--- config.mk ---
export PLATFORM = sky130hd
export DESIGN_NAME = esa_top
export DESIGN_NICKNAME = d
export VERILOG_FILES = /design/src/hdl/esa_pkg.sv /design/src/hdl/esa_top.sv
export VERILOG_INCLUDE_DIRS = /design/src /design/src/hdl
export SDC_FILE = /design/constraint.sdc
export NUM_CORES = 1
export LEC_CHECK = 0
export BUFFER_PORTS_ARGS = -buffer_cell sky130_fd_sc_hd__buf_2
export CAP_MARGIN = 20
export CORE_ASPECT_RATIO = 1.25
export CORE_MARGIN = 8
export CORE_UTILIZATION = 60
export CTS_CLUSTER_SIZE = 20
export DETAILED_ROUTE_END_ITERATION = 7
export PLACE_DENSITY = 0.82
export SLEW_MARGIN = 20
export SYNTH_ARGS = -nofsm -noshare
export SYNTH_HDL_FRONTEND = slang
export SYNTH_SLANG_ARGS = --single-unit
--- constraint.sdc ---
create_clock -name core_clk -period 4 [get_ports core_clk]
set_input_delay 0.4 -clock core_clk [delete_from_list [all_inputs] [get_ports core_clk]]
set_output_delay 0.4 -clock core_clk [all_outputs]
set_load 0.05 [all_outputs]
--- src/hdl/esa_defs.svh ---
// constants for the error status aggregator
// How it works
// RULE1: bits 6,5,4 mirror supply, electrometer, filter bytes
// RULE2: bits 3,1,0 mirror multiplier, filament, link bytes
// RULE3: summary bits 7 and 2 read zero
// RULE4: zero summary means no error detected
// RULE5: error LED steady while bits 1-7 set
// RULE6: link error bit flashes error LED twice
// RULE7: burnt, leak LEDs light on emission shutdown
// RULE8: power-on runs supply, electrometer, filter checks
// RULE9: hardware commands check, then return summary
// RULE10: each fault byte readable by own query
// RULE11: filament overpressure monitor shuts filament off
// RULE12: supply below 22 V sets supply bit 6
// RULE13: failed supply check: power LED off, error on
// RULE14: host polls summary regularly
// RULE15: some queries rerun tests, others clear on read
`ifndef ESA_DEFS_SVH
`define ESA_DEFS_SVH

// summary bit positions
`define ESA_SUM_SUPPLY   6
`define ESA_SUM_ELEC     5
`define ESA_SUM_MF       4
`define ESA_SUM_MULT     3
`define ESA_SUM_FIL      1
`define ESA_SUM_LINK     0

// fault byte field positions
`define ESA_SUPPLY_LOW_BIT  6
`define ESA_FIL_SHUT_BIT    6
`define ESA_LINK_BADCMD_BIT 0

// reset values
`define ESA_FAULT_RST    8'h00

// supply threshold and timing
`define ESA_SUPPLY_MIN_V    22
`define ESA_CLK_HZ          40000000
`define ESA_FLASH_HALF_MS   250
`define ESA_FLASH_CYCLES    (`ESA_FLASH_HALF_MS * (`ESA_CLK_HZ / 1000))
`define ESA_FLASH_PHASES    3'h4

`endif

--- src/hdl/esa_pkg.sv ---
// types shared by the error status aggregator
package esa_pkg;

  // command codes on the serial command link
  typedef enum logic [3:0] {
    CMD_SUMMARY_Q  = 4'h0,
    CMD_SUPPLY_Q   = 4'h1,
    CMD_ELEC_Q     = 4'h2,
    CMD_MF_Q       = 4'h3,
    CMD_MULT_Q     = 4'h4,
    CMD_FIL_Q      = 4'h5,
    CMD_LINK_Q     = 4'h6,
    CMD_FIL_ON     = 4'h7,
    CMD_FIL_OFF    = 4'h8,
    CMD_HW_CHECK   = 4'h9
  } esa_cmd_e;

  // check identities, also index of the fault bytes
  typedef enum logic [2:0] {
    CHK_SUPPLY,
    CHK_ELEC,
    CHK_MF,
    CHK_MULT,
    CHK_FIL,
    CHK_LINK
  } esa_chk_e;

  typedef enum logic [1:0] {
    S_START,
    S_WAIT,
    S_REPLY,
    S_IDLE
  } esa_state_e;

  typedef struct packed {
    logic       valid;
    logic [3:0] code;
  } esa_cmd_t;

  typedef struct packed {
    logic       valid;
    logic [7:0] data;
  } esa_rsp_t;

  typedef struct packed {
    logic supply_low;
    logic overpressure;
    logic emission_fail;
  } esa_pins_t;

endpackage

--- src/hdl/esa_top.sv ---
// error summary, fault bytes, query handling and indicator LEDs
`timescale 1ns/1ps
`include "esa_defs.svh"
module esa_top
  import esa_pkg::*;
#(
  parameter int unsigned FLASH_CYCLES = `ESA_FLASH_CYCLES
)
(
  // clock and reset
  input  wire logic       core_clk,
  input  wire logic       rst,
  // serial command link, decoded
  input  wire esa_cmd_t   cmd,
  output esa_rsp_t        rsp,
  output logic            cmd_ready,
  // check engines
  output logic            chk_start,
  output esa_chk_e        chk_sel,
  input  wire logic       chk_done,
  input  wire esa_chk_e   chk_id,
  input  wire logic [7:0] chk_bits,
  input  wire logic [7:0] link_err_bits,
  // analog monitor pins
  input  wire esa_pins_t  pins,
  // filament and indicators
  output logic            filament_en,
  output logic            power_led,
  output logic            error_led,
  output logic            burnt_led,
  output logic            leak_led,
  output logic [7:0]      error_summary
);

  localparam int NBYTES = 6;

  esa_pins_t  pin_meta;
  esa_pins_t  pin_sync;
  esa_state_e state;
  esa_chk_e   run_sel;
  logic       por_busy;
  logic       por_done;
  logic       reply_summary;
  logic [7:0] fault_q [NBYTES];
  logic [7:0] set_v   [NBYTES];
  logic [5:0] load_v;
  logic [5:0] clr_v;
  logic [7:0] next_summary;
  logic       accept;
  logic       fil_trip;
  logic       prev_link;
  logic [2:0] flash_left;
  logic [23:0] flash_cnt;

  // summary position of each fault byte
  function automatic int sum_pos(input int idx);
    case (idx)
      0:       sum_pos = `ESA_SUM_SUPPLY;
      1:       sum_pos = `ESA_SUM_ELEC;
      2:       sum_pos = `ESA_SUM_MF;
      3:       sum_pos = `ESA_SUM_MULT;
      4:       sum_pos = `ESA_SUM_FIL;
      default: sum_pos = `ESA_SUM_LINK;
    endcase
  endfunction

  // queries that rerun their hardware test first
  function automatic logic reruns(input logic [3:0] code);
    reruns = (code == CMD_SUPPLY_Q) || (code == CMD_ELEC_Q)
          || (code == CMD_MF_Q);
  endfunction

  // commands that hand over to a check engine
  function automatic logic starts_check(input logic [3:0] code);
    starts_check = reruns(code) || (code == CMD_FIL_ON)
                || (code == CMD_HW_CHECK);
  endfunction

  // fault byte addressed by a query code
  function automatic esa_chk_e query_target(input logic [3:0] code);
    case (code)
      CMD_SUPPLY_Q: query_target = CHK_SUPPLY;
      CMD_ELEC_Q:   query_target = CHK_ELEC;
      CMD_MF_Q:     query_target = CHK_MF;
      CMD_MULT_Q:   query_target = CHK_MULT;
      CMD_FIL_Q:    query_target = CHK_FIL;
      default:      query_target = CHK_LINK;
    endcase
  endfunction

  // two-flop synchroniser on the monitor pins
  always_ff @(posedge core_clk or posedge rst)
  begin
    if (rst)
    begin
      pin_meta <= '0;
      pin_sync <= '0;
    end
    else
    begin
      pin_meta <= pins;
      pin_sync <= pin_meta;
    end
  end

  assign accept   = (state == S_IDLE) && cmd.valid;
  assign fil_trip = filament_en
                 && (pin_sync.overpressure || pin_sync.emission_fail);

  // set, load and clear terms for every fault byte
  always_comb
  begin
    for (int i = 0; i < NBYTES; i++)
      set_v[i] = 8'h00;
    set_v[CHK_SUPPLY][`ESA_SUPPLY_LOW_BIT] = pin_sync.supply_low; // RULE12
    set_v[CHK_FIL][`ESA_FIL_SHUT_BIT] = fil_trip; // RULE11
    set_v[CHK_LINK] = link_err_bits;
    if (accept && (cmd.code > CMD_HW_CHECK))
      set_v[CHK_LINK][`ESA_LINK_BADCMD_BIT] = 1'b1;
    load_v = 6'h00;
    if ((state == S_WAIT) && chk_done && (chk_id == run_sel))
      load_v[run_sel] = 1'b1;
    clr_v = 6'h00;
    if (accept && ((cmd.code == CMD_MULT_Q) || (cmd.code == CMD_FIL_Q)
        || (cmd.code == CMD_LINK_Q)))
      clr_v[query_target(cmd.code)] = 1'b1; // RULE15
  end

  // fault bytes: fresh test loads, set beats clear
  generate
    for (genvar g = 0; g < NBYTES; g++)
    begin : g_fault
      always_ff @(posedge core_clk or posedge rst)
      begin
        if (rst)
          fault_q[g] <= `ESA_FAULT_RST;
        else if (load_v[g])
          fault_q[g] <= chk_bits | set_v[g]; // RULE15
        else
          fault_q[g] <= (clr_v[g] ? 8'h00 : fault_q[g]) | set_v[g];
      end
    end
  endgenerate

  // summary roll-up, unused bits held at zero
  always_comb
  begin
    next_summary = 8'h00; // RULE3
    for (int i = 0; i < NBYTES; i++)
      next_summary[sum_pos(i)] = |fault_q[i]; // RULE1 RULE2 RULE4
  end

  // sequencer for power-on checks, reruns and hardware commands
  always_ff @(posedge core_clk or posedge rst)
  begin
    if (rst)
    begin
      state         <= S_START;
      run_sel       <= CHK_SUPPLY;
      por_busy      <= 1'b1;
      reply_summary <= 1'b0;
      chk_start     <= 1'b0;
      chk_sel       <= CHK_SUPPLY;
      cmd_ready     <= 1'b0;
    end
    else
    begin
      chk_start <= 1'b0;
      case (state)
        S_START:
        begin
          chk_start <= 1'b1;
          chk_sel   <= run_sel;
          state     <= S_WAIT;
        end
        S_WAIT:
        begin
          if (chk_done && (chk_id == run_sel))
          begin
            if (!por_busy)
              state <= S_REPLY;
            else if (run_sel == CHK_MF)
            begin
              por_busy  <= 1'b0; // RULE8
              state     <= S_IDLE;
              cmd_ready <= 1'b1;
            end
            else
            begin
              run_sel <= esa_chk_e'(run_sel + 3'h1); // RULE8
              state   <= S_START;
            end
          end
        end
        S_REPLY:
        begin
          state     <= S_IDLE;
          cmd_ready <= 1'b1;
        end
        default:
        begin
          if (accept && starts_check(cmd.code))
          begin
            cmd_ready <= 1'b0;
            state     <= S_START;
            if (reruns(cmd.code))
            begin
              run_sel       <= query_target(cmd.code); // RULE15
              reply_summary <= 1'b0;
            end
            else
            begin
              run_sel <= (cmd.code == CMD_FIL_ON) ? CHK_FIL : CHK_MULT;
              reply_summary <= 1'b1; // RULE9
            end
          end
        end
      endcase
    end
  end

  // answers on the command link
  always_ff @(posedge core_clk or posedge rst)
  begin
    if (rst)
      rsp <= '0;
    else
    begin
      rsp.valid <= 1'b0;
      if (state == S_REPLY)
      begin
        rsp.valid <= 1'b1;
        rsp.data  <= reply_summary ? next_summary : fault_q[run_sel]; // RULE9
      end
      else if (accept && ((cmd.code == CMD_SUMMARY_Q)
               || (cmd.code == CMD_FIL_OFF)))
      begin
        rsp.valid <= 1'b1;
        rsp.data  <= next_summary; // RULE14
      end
      else if (accept && (cmd.code >= CMD_MULT_Q)
               && (cmd.code <= CMD_LINK_Q))
      begin
        rsp.valid <= 1'b1;
        rsp.data  <= fault_q[query_target(cmd.code)]; // RULE10
      end
    end
  end

  // filament enable with background overpressure protection
  always_ff @(posedge core_clk or posedge rst)
  begin
    if (rst)
      filament_en <= 1'b0;
    else if (fil_trip)
      filament_en <= 1'b0; // RULE11
    else if (accept && (cmd.code == CMD_FIL_ON))
      filament_en <= 1'b1;
    else if (accept && (cmd.code == CMD_FIL_OFF))
      filament_en <= 1'b0;
  end

  // double flash when the link bit rises
  always_ff @(posedge core_clk or posedge rst)
  begin
    if (rst)
    begin
      prev_link  <= 1'b0;
      flash_left <= 3'h0;
      flash_cnt  <= 24'h000000;
    end
    else
    begin
      prev_link <= next_summary[`ESA_SUM_LINK];
      if (next_summary[`ESA_SUM_LINK] && !prev_link)
      begin
        flash_left <= `ESA_FLASH_PHASES; // RULE6
        flash_cnt  <= 24'h000000;
      end
      else if (flash_left != 3'h0)
      begin
        if (flash_cnt == 24'(FLASH_CYCLES - 1))
        begin
          flash_cnt  <= 24'h000000;
          flash_left <= flash_left - 3'h1;
        end
        else
          flash_cnt <= flash_cnt + 24'h000001;
      end
    end
  end

  // indicator LEDs and summary output
  always_ff @(posedge core_clk or posedge rst)
  begin
    if (rst)
    begin
      por_done      <= 1'b0;
      power_led     <= 1'b0;
      error_led     <= 1'b0;
      burnt_led     <= 1'b0;
      leak_led      <= 1'b0;
      error_summary <= 8'h00;
    end
    else
    begin
      por_done  <= por_done || !por_busy;
      power_led <= por_done && (fault_q[CHK_SUPPLY] == 8'h00); // RULE13
      error_led <= (|next_summary[7:1]) // RULE5 RULE13
                || ((flash_left != 3'h0) && !flash_left[0]); // RULE6
      burnt_led <= fault_q[CHK_FIL][`ESA_FIL_SHUT_BIT]; // RULE7
      leak_led  <= fault_q[CHK_FIL][`ESA_FIL_SHUT_BIT]; // RULE7
      error_summary <= next_summary; // RULE4
    end
  end

endmodule

==> flow_summary.ini <==
[outcome]
outcome = finished clean

[logic_synthesis]
synth-edff-count = 0
syn_area_sq_um = 6100
yosysMostFrequentCell = dfrtp_1
synth_top_area_cell = dfrtp_1
synth_top_area_share_pct = 45.95
ys_warn_count = 0
synthCells = 604
avgSynthCellArea_sq_um = 10.10
ys_ff_latch = 113
synthDistinctLibCells = 73
yosys_most_used_dff = dfrtp_1
synth.area.top_cells = dfrtp_1, mux2_2, nand2_1, xnor2_1, o21ai_0
async_flop_share_pct = 100.0
yosys-top-cells-count = dfrtp_1, nand2_1, mux2_2, nor2_1, o21ai_0
yosysSeqAreaShare_pct = 46.38

[cells_and_area]
area.growth.synth_to_final_pct = 14.22
utilization_pct = 69.64
fin_nets = 683
drive_gt1_share_pct = 21.31
n_antenna_cell = 0

[route]
wl_per_cell_microns = 21.70
vias_per_cell = 6.743
drtIter0Drc = 684
ant_nets = 0
drt_wl_total_microns = 17060
drc = 0
vias = 5300
drt_pass1_iterations = 6

[floorplan]
die_h_microns = 128.7
pin_count = 57
num_rows = 41
coreArea_sq_um = 10000
die-area_sq_um = 13670
start_util_pct = 60.98
fp.dieW_microns = 106.2

[placed_design]
port_buffers = 54
routabilityCongestion = 0.9497
dp_hpwl_microns = 12210
dp_slack_ns = 1.199

[critical_path]
slowest_delay_ns = 0.93
start_kind = register
crit_path_max_fanout = 23
cp_data_arrival_time_ns = 3.09
r2r_setup_slack_ns = 1.21
crit_path_end_kind = register
crit_family = flip-flops
critPathBufInv = 0
criticalPathCategory = reg -> reg
cp_cell_sequence = xor2_1 -> nor3_1 -> and4_1 -> a31oi_2 -> a221o_1
reg2reg_depth = 5
crit_slowest_cell = dfrtp_1
critical_path_depth = 5
cp.required_ns = 4.30

[grt]
grt_max_degree = 46
grt_pass1_wl_microns = 27370
track_usage_pct = 25.56
gr-total-overflow = 0
antenna_found_initial = 0
grt_pass1_vias = 5390

[sta]
finalMaxSlewViolations = 0
setup_viol = 0
clock_skew_ns = 0.004340
fin_crit_sh_pct = 69.83
slew_headroom_pct = 39.98
tns_ns = 0
max_freq_mhz = 358.0
finalHoldViolCount = 0
worstMarginPinSlew_ns = 0.9003
worst_slack_ns = 1.207
period_needed_ns = 2.793
rsz0062_at_grt = no

[clock_network]
root_buffer = clkbuf_16
cts_tree = yes
cts_resized = 0
numCtsBuffers = 17
path_clk_slew_ns = 0.05
h-tree-depth = 4
hold_buffers = 0
cts_setup_buffers = 0
clock_sinks = 113
clockBufferDepth = 2
clock_latency_ns = 0.41

[hold_path]
hold_class = in -> async

[power_and_ir_drop]
seqPwrFrac_pct = 36.3
peakVddDrop_mv = 0.3426
p_leak_nw = 3.015
finalPower_mw = 4.862
p_sw_share_pct = 39.94
p_switching_mw = 1.942
pwr-share-comb_pct = 33.6
pwr-share-clk_pct = 30.1
power_density_nw_per_um2 = 697.9
internal-power_mw = 2.920

[flow_run]
cap_viol_max_count = 0
## metrics by stage
step,instance area (sq um),std cells,hold slack (ns)
2_1_floorplan,6103,605,0.3312
3_3_place_gp,6387,754,0.3360
3_5_place_dp,6387,754,0.3402
4_1_cts,6965,786,0.04911
5_1_grt,6967,786,0.08451
6_report,6967,786,0.03792
## sequential cells by signal, indices dropped and copies added (netlist names), 2 cells and up
name and flops:
pin_sync 3, run_sel 3, pin_meta 3, fault_q 48
state 2, flash_cnt 24, error_summary 6, flash_left 3
rsp 9, chk_sel 3
## kinds of logic (layout without fill, tap and decap cells)
family / Yosys count / count (layout) / share of synthesized area (%)
adder cells (fa/ha/maj): 9 / 9 / 1.846
XOR/XNOR: 25 / 25 / 3.590
AND/OR/NAND/NOR: 192 / 192 / 17.15
AO/OA/AOI/OAI: 156 / 156 / 18.50
other: 1 / 2 / 0.06148
flip-flops: 113 / 113 / 46.38
multiplexers: 44 / 44 / 7.980
buffers and inverters: 64 / 116 / 4.492
## cell type report
| type | instances | area (sq um) |
|---|---|---|
| clock buffer | 23 | 498.0 |
| clock inverter | 9 | 80.08 |
| fill | 745 | 3037 |
| inverter | 27 | 103.9 |
| multi-input combinational | 428 | 3000 |
| sequential | 113 | 2830 |
| tap | 129 | 161.4 |
| timing repair buffer | 57 | 292.8 |
## power by group through the flow
stage          clock network (mW)  registers [mW]  logic (mW)
6_report                     1.47            1.76        1.63
5_1_grt                      1.52            1.80        1.74
4_1_cts                      1.47            1.74        1.62
3_5_place_dp                    0            1.76        1.59
3_3_place_gp                    0            1.74        1.54
2_1_floorplan                   0            1.88        1.03
## final timing paths
path / from / endpoint
max: run_sel[1] / fault_q[1]
max in group asynchronous: rst / flash_cnt[7]
min in group core_clk: pins[2] / pin_meta[2]
min reg2reg: pin_meta[1] / pin_sync[1]
max reg2reg: run_sel[1] / fault_q[1]
min: rst / pin_sync[1]
## layout by cell type (no fill, tap or decap), types with 5 or more instances in the layout
cell,synthesis,routed
nand4_1,10,10
clkbuf_16,0,17
nand2b_1,7,7
buf_2,11,54
o21ai_0,27,27
o221ai_1,14,14
nand3_1,24,24
and3_1,6,6
nor4_1,19,19
inv_1,26,25
a221o_1,9,9
ha_1,9,9
nor3b_1,5,5
xnor2_1,19,19
a21oi_1,23,23
a211oi_1,10,10
nand3b_1,5,5
dfrtp_1,112,111
nand2_1,51,51
a2111oi_0,5,5
mux2i_1,7,7
clkbuf_8,0,5
xor2_1,6,6
nor2_1,35,35
and4_1,5,5
nor2b_1,5,5
a21o_1,7,7
o22ai_1,12,12
a31oi_1,8,8
mux2_2,37,37
a22oi_1,6,6
## layer usage
metal  wire, microns  track usage [%]  share of wire (%)  vias up
met5               0                0                  0        -
met4             677            13.69                4.0        0
met3            1206            6.153                7.1       73
met2            8679            44.25                 51      278
met1            6491            28.50                 38     2596
li1                -                -                  -     2353
(Power assumes the default switching activity.)
